===== src/design/sbc_mode_consts.svh =====
`ifndef SBC_MODE_CONSTS_SVH
`define SBC_MODE_CONSTS_SVH

// Register byte offsets on the Wishbone slave.
`define REG_CTRL_OFS 8'h00
`define REG_OSC_OFS 8'h04
`define REG_STAT_OFS 8'h08

// Control register fields and reset values.
`define CTRL_HV_BIT 0
`define CTRL_RST 1'h0
`define OSC_DIV_RST 16'h0F5A

// Status register field positions.
`define STAT_MODE_LSB 0
`define STAT_SRC_LSB 4
`define STAT_LH_BIT 8
`define STAT_NRES_BIT 9
`define STAT_WD_LSB 12
`define STAT_GOOD_LSB 16

// Synchronised input vector positions.
`define IN_LIN 0
`define IN_PREWAKE 1
`define IN_WK 2
`define IN_IGN 3
`define IN_EN 4
`define IN_TXD 5
`define IN_TRIG 6
`define IN_WDDIS 7
`define IN_VSOK 8
`define IN_VSUV 9
`define IN_VCCUV 10
`define IN_W 11

// Timing: clock and absolute times.
`define CLK_PERIOD_NS 10
`define T_TRIG_MIN_NS 200
`define T_REARM_US 10
`define T_RES_US 4000
`define TRIG_MIN_CYC ((`T_TRIG_MIN_NS + `CLK_PERIOD_NS - 1) / `CLK_PERIOD_NS)
`define REARM_CYC ((`T_REARM_US * 1000 + `CLK_PERIOD_NS - 1) / `CLK_PERIOD_NS)

// Timing in internal oscillator periods.
`define T_LEAD_OSC 12'hF90
`define T_CLOSED_OSC 12'h20F
`define T_OPEN_OSC 12'h229
`define T_BUS_OSC 8'h03
`define LOCAL_WAKE_FILTER_TIME_OSC 8'h03
`define T_IGN_OSC 8'h03

`endif


===== src/design/sbc_mode_pkg.sv =====
package sbc_mode_pkg;

  // Operating modes of the chip.
  typedef enum logic [2:0] {
    MODE_UNPOWERED,
    MODE_FAILSAFE,
    MODE_NORMAL,
    MODE_SILENT,
    MODE_SLEEP
  } mode_t;

  // Source shown on the data pins in Fail-Safe.
  typedef enum logic [1:0] {
    SRC_NONE,
    SRC_BUS,
    SRC_LOCAL,
    SRC_UV
  } src_t;

  // Window watchdog phases.
  typedef enum logic [1:0] {
    WD_OFF,
    WD_LEAD,
    WD_CLOSED,
    WD_OPEN
  } wd_state_t;

endpackage


===== src/design/sbc_mode_wake_watchdog_ctrl.sv =====
// Functional notes
// - Sleep bus pulse longer than bus time wakes.
// - Bus wake enables regulator, termination, drives pins low.
// - Enable high leaves Sleep/Silent; then Normal after reset.
// - Filtered wake-pin low is a local wake request.
// - Local wake pulls transmit pin low.
// - Wake pin must idle high 10 us to rearm.
// - Debounced ignition high is a local wake request.
// - Ignition must idle low 10 us to rearm.
// - Fail-Safe pins encode bus, local or undervoltage source.
// - Source clears when Normal entered with enable high.
// - Power-up enters Fail-Safe, holds reset, blocks modes.
// - Sleep undervoltage ignores wakes; unpowered below threshold.
// - Silent regulator undervoltage goes Fail-Safe.
// - Normal supply undervoltage goes Fail-Safe, transceiver off.
// - Low-voltage variant: enable fall exits undervoltage Fail-Safe.
// - High-voltage variant: only Sleep exit under regulator undervoltage.
// - Trigger above 200 ns needed in window, else reset.
// - Watchdog off in Silent and Sleep, oscillator timebase.
// - Lead time starts at reset release or Silent wake.
// - Limp-home off at power-up, on at fault, three triggers.
// - Limp-home changes in Normal and Fail-Safe, holds in Silent, clears in Sleep or unpowered.
// - Limp-home disabled with watchdog disable, Sleep, unpowered.
// - Trigger in closed window forces reset and limp-home.
// - Low reset output forces Fail-Safe; 4 ms power-up hold.
//
// The register addresses and register access over Wishbone were chosen for this implementation.
`timescale 1ns/1ps
`include "sbc_mode_consts.svh"
module sbc_mode_wake_watchdog_ctrl
  import sbc_mode_pkg::*;
#(
  parameter int unsigned RESET_HOLD_CYC =
    `T_RES_US * 1000 / `CLK_PERIOD_NS
)(
  // Clock and reset.
  input wire logic clk_sys_i,
  input wire logic rst_n_i,
  // Wishbone slave.
  input wire logic wb_cyc_i,
  input wire logic wb_stb_i,
  input wire logic wb_we_i,
  input wire logic [7:0] wb_adr_i,
  input wire logic [3:0] wb_sel_i,
  input wire logic [31:0] wb_dat_i,
  output logic [31:0] wb_dat_o,
  output logic wb_ack_o,
  // Pins and comparators from outside the clock domain.
  input wire logic lin_bus_i,
  input wire logic prewake_level_i,
  input wire logic local_wake_in_i,
  input wire logic ignition_sense_in_i,
  input wire logic en_i,
  input wire logic txd_i,
  input wire logic wdog_trigger_in_i,
  input wire logic wd_disable_i,
  input wire logic vs_op_ok_i,
  input wire logic vs_uv_i,
  input wire logic vcc_uv_i,
  // Data pins toward the host.
  output logic rxd_o,
  output logic txd_o,
  output logic txd_oe_o,
  output logic txd_strong_o,
  // Open-drain reset and limp-home pins.
  output logic nres_o,
  output logic nres_oe_o,
  output logic limp_home_out_o,
  output logic limp_home_out_oe_o,
  // Analog enables.
  output logic regulator_en_o,
  output logic termination_en_o,
  output logic transceiver_en_o,
  output logic lin_tx_o
);

  // Regulator runs in every mode except Sleep and Unpowered.
  function automatic logic powered(input mode_t m);
    powered = (m != MODE_SLEEP) && (m != MODE_UNPOWERED);
  endfunction

  logic [`IN_W-1:0] raw, s1_q, s2_q, s3_q, f_q, fp_q;
  mode_t mode_q, mode_d;
  src_t src_q, src_d;
  wd_state_t wd_q, wd_d;
  logic [11:0] wd_cnt_q, wd_cnt_d;
  logic [18:0] rst_cnt_q;
  logic [15:0] osc_div_q, osc_cnt_q;
  logic [4:0] trig_cnt_q;
  logic [7:0] dom_cnt_q;
  logic [1:0] good_q;
  logic [1:0] lw_fire;
  logic hv_q, lh_q, ack_q, bus_arm_q, bus_dom_q;
  logic [31:0] dat_q;
  logic tick, rst_busy, nres_low, en_fall, listen, bus_wake, trig;
  logic hold_start, wd_fault, good_inc, wd_active;
  logic rxd_d, txd_d, txd_oe_d, strong_d;
  logic rxd_q, txd_q, txd_oe_q, strong_q, nres_oe_q, lh_oe_q;
  logic reg_en_q, term_en_q, xcvr_en_q, lin_tx_q;

  // Every outside level passes three flops; a change counts once the
  // second and third agree, which rejects a single metastable sample.
  assign raw = {vcc_uv_i, vs_uv_i, vs_op_ok_i, wd_disable_i,
    wdog_trigger_in_i, txd_i, en_i, ignition_sense_in_i,
    local_wake_in_i, prewake_level_i, lin_bus_i};
  always_ff @(posedge clk_sys_i or negedge rst_n_i)
  begin
    if (!rst_n_i)
    begin
      s1_q <= '0;
      s2_q <= '0;
      s3_q <= '0;
      fp_q <= '0;
    end
    else
    begin
      s1_q <= raw;
      s2_q <= s1_q;
      s3_q <= s2_q;
      fp_q <= f_q;
    end
  end
  for (genvar i = 0; i < `IN_W; i++)
  begin : g_filt
    always_ff @(posedge clk_sys_i or negedge rst_n_i)
    begin
      if (!rst_n_i)
        f_q[i] <= 1'b0;
      else if (s2_q[i] == s3_q[i])
        f_q[i] <= s3_q[i];
    end
  end

  // Oscillator timebase; software sets the period as the resistor would.
  assign tick = (osc_cnt_q == 16'h0000);
  always_ff @(posedge clk_sys_i or negedge rst_n_i)
  begin
    if (!rst_n_i)
      osc_cnt_q <= 16'h0000;
    else if (tick)
      osc_cnt_q <= (osc_div_q == 16'h0000) ? 16'h0000 : osc_div_q - 16'h1;
    else
      osc_cnt_q <= osc_cnt_q - 16'h1;
  end

  // Wake detection only listens in the low-power modes.
  assign listen = (mode_q == MODE_SLEEP) || (mode_q == MODE_SILENT);
  assign en_fall = fp_q[`IN_EN] & ~f_q[`IN_EN];
  assign bus_wake = bus_dom_q & f_q[`IN_LIN] & ~fp_q[`IN_LIN] &
    (dom_cnt_q > `T_BUS_OSC);

  // Bus wake: arm below pre-wake level, time the dominant phase.
  always_ff @(posedge clk_sys_i or negedge rst_n_i)
  begin
    if (!rst_n_i)
    begin
      bus_arm_q <= 1'b0;
      bus_dom_q <= 1'b0;
      dom_cnt_q <= 8'h00;
    end
    else if (!listen)
    begin
      bus_arm_q <= 1'b0;
      bus_dom_q <= 1'b0;
      dom_cnt_q <= 8'h00;
    end
    else
    begin
      if (f_q[`IN_PREWAKE])
        bus_arm_q <= 1'b1;
      if (bus_arm_q && fp_q[`IN_LIN] && !f_q[`IN_LIN])
      begin
        bus_dom_q <= 1'b1;
        dom_cnt_q <= 8'h00;
      end
      else if (f_q[`IN_LIN])
        bus_dom_q <= 1'b0;
      else if (tick && dom_cnt_q != 8'hFF)
        dom_cnt_q <= dom_cnt_q + 8'h01;
    end
  end

  // Local wake channels: 0 is the wake pin (active low), 1 ignition.
  for (genvar c = 0; c < 2; c++)
  begin : g_lw
    logic act, act_p;
    logic armed_q;
    logic [9:0] idle_q;
    logic [7:0] filt_q;
    logic [7:0] need;
    assign act = (c == 0) ? ~f_q[`IN_WK] : f_q[`IN_IGN];
    assign act_p = (c == 0) ? ~fp_q[`IN_WK] : fp_q[`IN_IGN];
    assign need = (c == 0) ? `LOCAL_WAKE_FILTER_TIME_OSC : `T_IGN_OSC;
    assign lw_fire[c] = armed_q & act & tick & (filt_q == need);
    always_ff @(posedge clk_sys_i or negedge rst_n_i)
    begin
      if (!rst_n_i)
      begin
        armed_q <= 1'b0;
        idle_q <= 10'h000;
        filt_q <= 8'h00;
      end
      else
      begin
        if (act)
          idle_q <= 10'h000;
        else if (idle_q != 10'(`REARM_CYC))
          idle_q <= idle_q + 10'h001;
        if (act && !act_p)
        begin
          armed_q <= (idle_q == 10'(`REARM_CYC));
          filt_q <= 8'h00;
        end
        else if (!act || lw_fire[c])
          armed_q <= 1'b0;
        else if (tick && armed_q)
          filt_q <= filt_q + 8'h01;
      end
    end
  end

  // Mode sequencing.
  assign nres_low = rst_busy | f_q[`IN_VCCUV];
  always_comb
  begin
    mode_d = mode_q;
    src_d = src_q;
    hold_start = 1'b0;
    case (mode_q)
      MODE_UNPOWERED:
        if (f_q[`IN_VSOK])
        begin
          mode_d = MODE_FAILSAFE;
          hold_start = 1'b1;
        end
      MODE_FAILSAFE:
        if (en_fall && src_q == SRC_UV && !rst_busy)
        begin
          if (!f_q[`IN_TXD])
            mode_d = MODE_SLEEP;
          else if (!(hv_q && f_q[`IN_VCCUV]))
            mode_d = MODE_SILENT;
        end
        else if (f_q[`IN_EN] && !nres_low && !f_q[`IN_VSUV])
        begin
          mode_d = MODE_NORMAL;
          src_d = SRC_NONE;
        end
      MODE_NORMAL:
        if (f_q[`IN_VSUV])
        begin
          mode_d = MODE_FAILSAFE;
          src_d = SRC_UV;
        end
        else if (nres_low)
          mode_d = MODE_FAILSAFE;
        else if (en_fall)
          mode_d = f_q[`IN_TXD] ? MODE_SILENT : MODE_SLEEP;
      MODE_SILENT:
        if (nres_low || f_q[`IN_EN])
          mode_d = MODE_FAILSAFE;
        else if (bus_wake)
        begin
          mode_d = MODE_FAILSAFE;
          src_d = SRC_BUS;
        end
        else if (|lw_fire)
        begin
          mode_d = MODE_FAILSAFE;
          src_d = SRC_LOCAL;
        end
      MODE_SLEEP:
        if (f_q[`IN_EN])
        begin
          mode_d = MODE_FAILSAFE;
          hold_start = 1'b1;
        end
        else if (!f_q[`IN_VSUV] && (bus_wake || (|lw_fire)))
        begin
          mode_d = MODE_FAILSAFE;
          src_d = bus_wake ? SRC_BUS : SRC_LOCAL;
          hold_start = 1'b1;
        end
      default:
        mode_d = MODE_UNPOWERED;
    endcase
    if (!f_q[`IN_VSOK])
      mode_d = MODE_UNPOWERED;
  end

  // Trigger qualification: a low must last the minimum pulse width.
  assign trig = !f_q[`IN_TRIG] &&
    (trig_cnt_q == 5'(`TRIG_MIN_CYC - 1));

  // Window watchdog; it only runs with the reset output released, so
  // the lead phase starts at that release or at a Silent wake.
  assign wd_active = (mode_q == MODE_NORMAL || mode_q == MODE_FAILSAFE) &&
    !f_q[`IN_WDDIS] && !nres_low;
  always_comb
  begin
    wd_d = wd_q;
    wd_cnt_d = wd_cnt_q;
    wd_fault = 1'b0;
    good_inc = 1'b0;
    if (!wd_active)
    begin
      wd_d = WD_OFF;
      wd_cnt_d = 12'h000;
    end
    else
      case (wd_q)
        WD_OFF:
          wd_d = WD_LEAD;
        WD_LEAD:
          if (trig)
          begin
            wd_d = WD_CLOSED;
            wd_cnt_d = 12'h000;
          end
          else if (tick)
          begin
            wd_fault = (wd_cnt_q == `T_LEAD_OSC - 12'h1);
            wd_cnt_d = wd_cnt_q + 12'h001;
          end
        WD_CLOSED:
          if (trig)
            wd_fault = 1'b1;
          else if (tick && wd_cnt_q == `T_CLOSED_OSC - 12'h1)
          begin
            wd_d = WD_OPEN;
            wd_cnt_d = 12'h000;
          end
          else if (tick)
            wd_cnt_d = wd_cnt_q + 12'h001;
        WD_OPEN:
          if (trig)
          begin
            wd_d = WD_CLOSED;
            wd_cnt_d = 12'h000;
            good_inc = 1'b1;
          end
          else if (tick)
          begin
            wd_fault = (wd_cnt_q == `T_OPEN_OSC - 12'h1);
            wd_cnt_d = wd_cnt_q + 12'h001;
          end
        default:
          wd_d = WD_OFF;
      endcase
    if (wd_fault)
      wd_d = WD_OFF;
  end

  // State registers; the reset hold counter makes the reset output low.
  assign rst_busy = (rst_cnt_q != 19'h00000);
  always_ff @(posedge clk_sys_i or negedge rst_n_i)
  begin
    if (!rst_n_i)
    begin
      mode_q <= MODE_UNPOWERED;
      src_q <= SRC_NONE;
      wd_q <= WD_OFF;
      wd_cnt_q <= 12'h000;
      rst_cnt_q <= 19'h00000;
      trig_cnt_q <= 5'h00;
    end
    else
    begin
      mode_q <= mode_d;
      src_q <= src_d;
      wd_q <= wd_d;
      wd_cnt_q <= wd_cnt_d;
      if (hold_start || wd_fault)
        rst_cnt_q <= 19'(RESET_HOLD_CYC);
      else if (rst_busy)
        rst_cnt_q <= rst_cnt_q - 19'h00001;
      if (f_q[`IN_TRIG])
        trig_cnt_q <= 5'h00;
      else if (trig_cnt_q != 5'(`TRIG_MIN_CYC))
        trig_cnt_q <= trig_cnt_q + 5'h01;
    end
  end

  // Limp-home: set at a watchdog fault, cleared after three good
  // triggers; frozen in Silent because the watchdog cannot act there.
  always_ff @(posedge clk_sys_i or negedge rst_n_i)
  begin
    if (!rst_n_i)
    begin
      lh_q <= 1'b0;
      good_q <= 2'h0;
    end
    else if (!powered(mode_q))
    begin
      lh_q <= 1'b0;
      good_q <= 2'h0;
    end
    else if (wd_fault)
    begin
      lh_q <= 1'b1;
      good_q <= 2'h0;
    end
    else if (good_inc && lh_q)
    begin
      good_q <= (good_q == 2'h2) ? 2'h0 : good_q + 2'h1;
      lh_q <= (good_q != 2'h2);
    end
  end

  // Pin values per mode and source.
  always_comb
  begin
    rxd_d = 1'b1;
    txd_d = 1'b1;
    txd_oe_d = 1'b0;
    strong_d = 1'b0;
    case (mode_q)
      MODE_FAILSAFE:
        case (src_q)
          SRC_BUS:
          begin
            rxd_d = 1'b0;
            txd_d = 1'b0;
            txd_oe_d = 1'b1;
            strong_d = 1'b1;
          end
          SRC_LOCAL:
          begin
            txd_d = 1'b0;
            txd_oe_d = 1'b1;
          end
          SRC_UV:
          begin
            rxd_d = 1'b0;
            txd_oe_d = 1'b1;
          end
          default:
            rxd_d = 1'b1;
        endcase
      MODE_NORMAL:
        rxd_d = f_q[`IN_LIN];
      MODE_SLEEP, MODE_UNPOWERED:
        rxd_d = 1'b0;
      default:
        rxd_d = 1'b1;
    endcase
  end

  // Output flops keep pin data glitch free.
  always_ff @(posedge clk_sys_i or negedge rst_n_i)
  begin
    if (!rst_n_i)
    begin
      {rxd_q, txd_q, txd_oe_q, strong_q} <= 4'h0;
      {nres_oe_q, lh_oe_q, lin_tx_q} <= 3'h5;
      {reg_en_q, term_en_q, xcvr_en_q} <= 3'h0;
    end
    else
    begin
      {rxd_q, txd_q, txd_oe_q, strong_q} <=
        {rxd_d, txd_d, txd_oe_d, strong_d};
      nres_oe_q <= nres_low || !powered(mode_q);
      lh_oe_q <= lh_q && !f_q[`IN_WDDIS] && powered(mode_q);
      lin_tx_q <= (mode_q == MODE_NORMAL) ? f_q[`IN_TXD] : 1'b1;
      reg_en_q <= powered(mode_q);
      term_en_q <= (mode_q == MODE_FAILSAFE) || (mode_q == MODE_NORMAL);
      xcvr_en_q <= (mode_q == MODE_NORMAL);
    end
  end
  assign rxd_o = rxd_q;
  assign txd_o = txd_q;
  assign txd_oe_o = txd_oe_q;
  assign txd_strong_o = strong_q;
  assign nres_o = 1'b0;
  assign nres_oe_o = nres_oe_q;
  assign limp_home_out_o = 1'b0;
  assign limp_home_out_oe_o = lh_oe_q;
  assign regulator_en_o = reg_en_q;
  assign termination_en_o = term_en_q;
  assign transceiver_en_o = xcvr_en_q;
  assign lin_tx_o = lin_tx_q;

  // Wishbone slave: ack one cycle after the strobe; writes land on the
  // acknowledged edge, and unmapped addresses read zero.
  logic wb_req, hit_ctrl, hit_osc, hit_stat, wr_en;
  logic [31:0] rd_mux, stat_w;
  assign wb_req = wb_cyc_i & wb_stb_i;
  assign hit_ctrl = (wb_adr_i == `REG_CTRL_OFS);
  assign hit_osc = (wb_adr_i == `REG_OSC_OFS);
  assign hit_stat = (wb_adr_i == `REG_STAT_OFS);
  assign wr_en = wb_req & ack_q & wb_we_i;
  assign stat_w = (32'(mode_q) << `STAT_MODE_LSB) |
    (32'(src_q) << `STAT_SRC_LSB) | (32'(lh_q) << `STAT_LH_BIT) |
    (32'(nres_low) << `STAT_NRES_BIT) | (32'(wd_q) << `STAT_WD_LSB) |
    (32'(good_q) << `STAT_GOOD_LSB);
  assign rd_mux = hit_ctrl ? {31'h0, hv_q} :
    hit_osc ? {16'h0000, osc_div_q} : hit_stat ? stat_w : 32'h0;
  always_ff @(posedge clk_sys_i or negedge rst_n_i)
  begin
    if (!rst_n_i)
    begin
      ack_q <= 1'b0;
      dat_q <= 32'h0;
      hv_q <= `CTRL_RST;
      osc_div_q <= `OSC_DIV_RST;
    end
    else
    begin
      ack_q <= wb_req & ~ack_q;
      if (wb_req && !ack_q)
        dat_q <= rd_mux;
      if (wr_en && hit_ctrl && wb_sel_i[0])
        hv_q <= wb_dat_i[`CTRL_HV_BIT];
      if (wr_en && hit_osc && wb_sel_i[0])
        osc_div_q[7:0] <= wb_dat_i[7:0];
      if (wr_en && hit_osc && wb_sel_i[1])
        osc_div_q[15:8] <= wb_dat_i[15:8];
    end
  end
  assign wb_ack_o = ack_q;
  assign wb_dat_o = dat_q;
endmodule


===== config.mk =====
export PLATFORM = sky130hd
export DESIGN_NAME = sbc_mode_wake_watchdog_ctrl
export DESIGN_NICKNAME = d
export VERILOG_FILES = /design/src/design/sbc_mode_pkg.sv /design/src/design/sbc_mode_wake_watchdog_ctrl.sv
export VERILOG_INCLUDE_DIRS = /design/src /design/src/design
export SDC_FILE = /design/constraint.sdc
export NUM_CORES = 1
export LEC_CHECK = 0
export BUFFER_PORTS_ARGS = -buffer_cell sky130_fd_sc_hd__buf_2
export CAP_MARGIN = 20
export CORE_MARGIN = 4
export CORE_UTILIZATION = 53
export DETAILED_ROUTE_END_ITERATION = 6
export MAX_ROUTING_LAYER = met4
export PLACE_DENSITY_LB_ADDON = 0.3
export SLEW_MARGIN = 30
export SYNTH_ARGS = -nofsm -noshare
export SYNTH_HDL_FRONTEND = slang
export SYNTH_SLANG_ARGS = --single-unit

===== constraint.sdc =====
create_clock -name clk_sys_i -period 2.3 [get_ports clk_sys_i]
set_input_delay 0.46 -clock clk_sys_i [delete_from_list [all_inputs] [get_ports clk_sys_i]]
set_output_delay 0.46 -clock clk_sys_i [all_outputs]
set_load 0.1 [all_outputs]

==> out/results.ini <==
[run_status]
outcome=finished, violations left
violations=setup timing

[clocking]
cts_buffers=22
clkTransAtPathRegs_ns=0.06
tritoncts=yes
cts_num_sinks=204
cts_max_path_buffers=3
clk_latency_ns=0.50
root_buffer=clkbuf_16
cts_htree_levels=1

[power]
p_int_uw=7390
peakVddDrop_mv=0.940
switching_share_pct=30.2
leakagePower_uw=0.00539
combinationalPowerShare_pct=22.6
powerDensity_nw_per_um2=892
clkPwrFrac_pct=37.0
p_seq_share_pct=40.4
switchingPower_uw=3200

[floorplanning]
die_h_um=143
io_pins=105
coreArea_um2=17900
fp.dieW_um=143
die_area_um2=20400
start_util_pct=53.8
rows=49

[route]
vias=7264
drt_iter0_markers=365
ant_nets=0
vias_per_cell=5.52
wire_per_inst_um=15.8
drt_wl_total_um=20800
drc=0
firstDrtPassIters=5

[sta]
maxSlewHeadroom_pct=61.1
final-hold-violation-count=0
clock_skew_ns=0.00727
fin_ws_ns=-0.0809
worst_slew_pin_slew_ns=0.582
drv_slew=0
timing.fmax_mhz=420
period_minus_slack_ns=2.38
finalSetupViolations=14
fin_crit_sh_pct=104
rsz0062_at_grt=true

[yosys]
synthTopCellsByArea=dfrtp_1, xor2_1, nor2_1, xnor2_1, dfstp_2
post-synth-top-count-cell=dfrtp_1
syn_area_um2=9640
netlist_instances=918
synth-edff-count=0
yosysTopAreaCell=dfrtp_1
synth.avg_cell_area_um2=10.5
synth_seq_area_share_pct=53.1
ys_ff_latch=204
yosysUniqueCellTypes=68
ys_warn_count=0
async_flop_share_pct=100
synth_commonest_cells=dfrtp_1, nor2_1, nand2_1
synth_flop_cell=dfrtp_1
synth_top_area_share_pct=50.4

[place]
dpl.hpwl_um=14300
numPortBuffers=70
dpl-instance-area_um2=10700
place.gp.congestion=0.895

[worst_setup_path]
r2r_end=mode_q[1]
reg2reg_slack_ns=-0.08
crit_required_ns=2.68
arrival_ns=2.76
worstSetupEndpointType=flip-flop
criticalPathCategory=reg2reg
crit_fanout=5
reg2reg_from=rst_cnt_q[13]
cp-start-kind=flip-flop
reg2reg_depth=9

[final_layout]
multi_input_area_um2=4450
fin_nets=1150
diodes=0
drive_gt1_share_pct=25.3
final_area_um2=11900
area_growth_syn_to_layout_pct=23.2
post-route-util_pct=66.3
fill_cells=1402
seqCellArea_um2=5120

[worst_hold_path]
hold_path.startpoint=lin_bus_i
whs_path_depth=1
min_path_type=in2reg
min_to=s1_q[0]

[grt]
first_global_vias=7103
grt_max_degree=67
grt_pass1_wl_um=34400
globalRoute.totalOverflow=0
track_usage_pct=20.9
antenna_found_initial=0

[run]
cap_viol_max_count=0

[cells by family (layout without fill, tap and decap cells)]
family          count (synthesis)  count (layout)  share of synthesized area (%)
simple gates                  374             374                           20.3
buf+inv                        74             227                           3.58
flops                         204             204                           53.1
other cells                     1              16                         0.0389
mux                            26              26                           2.92
xor+xnor                       83              83                           7.54
compound gates                126             126                           8.85
fa+ha+maj                      30              30                           3.61
[power groups by stage]
stage,Clock (uW),Sequential (uW),Combinational [uW]
floorplan,0,4620,1180
global placement,0,4300,2230
detailed placement,0,4320,2280
CTS,4000,4260,2300
global route,4140,4340,2630
finish,3920,4280,2390
[routing by layer]
metal	GRT usage [%]	up-vias	share of wire, %
li1	-	3509	-
met1	28.8	3556	45
met2	32.5	172	48
met3	4.09	27	5.6
met4	5.00	0	1.5
met5	-	-	0
[critical path: stages, from the launching register on]
cell,delay (ns)
dfrtp_1,0.38
or4_4,0.59
buf_6,0.15
nor2_4,0.16
buf_6,0.14
and4_4,0.22
a211o_1,0.15
buf_4,0.13
a211oi_1,0.03
or3_1,0.31
[worst max path at each step]
stage / start / to / slack (ns) / depth (start not counted)
finish: rst_cnt_q[13] / mode_q[1] / -0.08 / 9
global route: rst_cnt_q[13] / wd_cnt_q[5] / -0.16 / 9
CTS: rst_cnt_q[13] / mode_q[0] / -0.07 / 7
detailed placement: osc_cnt_q[0] / src_q[0] / -0.01 / 9
global placement: rst_cnt_q[12] / mode_q[1] / -0.001 / 6
floorplan: wb_adr_i[5] / osc_div_q[2] / 0.05 / 6
[through the flow]
| stage | cells | hold slack [ns] | worst slack [ns] | total power [uW] | TNS [ns] |
|---|---|---|---|---|---|
| 2_1_floorplan | 933 | 0.164 | 0.0501 | 5800 | 0 |
| 3_3_place_gp | 1260 | 0.331 | -0.00106 | 6530 | -0.00106 |
| 3_5_place_dp | 1260 | 0.336 | -0.0124 | 6600 | -0.0263 |
| 4_1_cts | 1304 | 0.0508 | -0.0655 | 10600 | -0.177 |
| 5_1_grt | 1315 | 0.0477 | -0.158 | 11100 | -3.21 |
| 6_report | 1315 | 0.0663 | -0.0809 | 10600 | -0.489 |
[timing repair]
| item | 4_1_cts | 5_1_grt |
|---|---|---|
| resized for setup | 4 | 45 |
| setup buffers | 4 | 10 |
| cloned | 0 | 1 |
| setup endpoints to repair | 3 | 52 |
| hold buffers | 1 | 0 |
| pin swaps | 11 | 15 |
| endpoints found under the hold margin | 56 | 0 |
[cell usage in the layout, fill, tap and decap left out, drive strengths merged, types with 7 or more instances in the layout]
cell type  netlist  final
dfrtp          194    194
buf             24    158
nor2            96     96
nand2           65     65
xor2            46     46
xnor2           37     37
nand3           32     32
o21ai           32     32
clkbuf          22     29
inv             28     28
and3            26     26
a21oi           26     26
nor3            24     24
nand4           20     20
ha              19     19
nor4            19     19
mux2            17     17
and2            16     16
conb             1     16
or3             15     15
nand2b          12     12
maj3            11     11
or4             11     11
o22ai           10     10
dfstp           10     10
mux2i            9      9
nor2b            9      9
nor3b            8      8
o31ai            8      8
o211ai           7      7
a221o            7      7
[state kept, by name, indices dropped and copies added (netlist names), 2 cells and up]
register      cells
g_lw.armed_q      2
f_q              10
mode_q            3
osc_cnt_q        16
src_q             2
s3_q             11
good_q            2
wd_cnt_q         12
wb_dat_o         18
trig_cnt_q        5
dom_cnt_q         8
fp_q              4
s2_q             11
osc_div_q        16
g_lw.filt_q      16
g_lw.idle_q      20
s1_q             11
wd_q              2
rst_cnt_q        19
[area by class of cell]
type                            instances  share of cell area, %
Timing Repair Buffer                  160                   9.18
Inverter                               28                  0.885
Clock inverter                         11                   1.57
Multi-Input combinational cell        655                   37.5
Sequential cell                       204                   43.1
Tap cell                              229                   2.41
Clock buffer                           28                   5.34
Note: power is estimated with default switching activity, not from simulation.
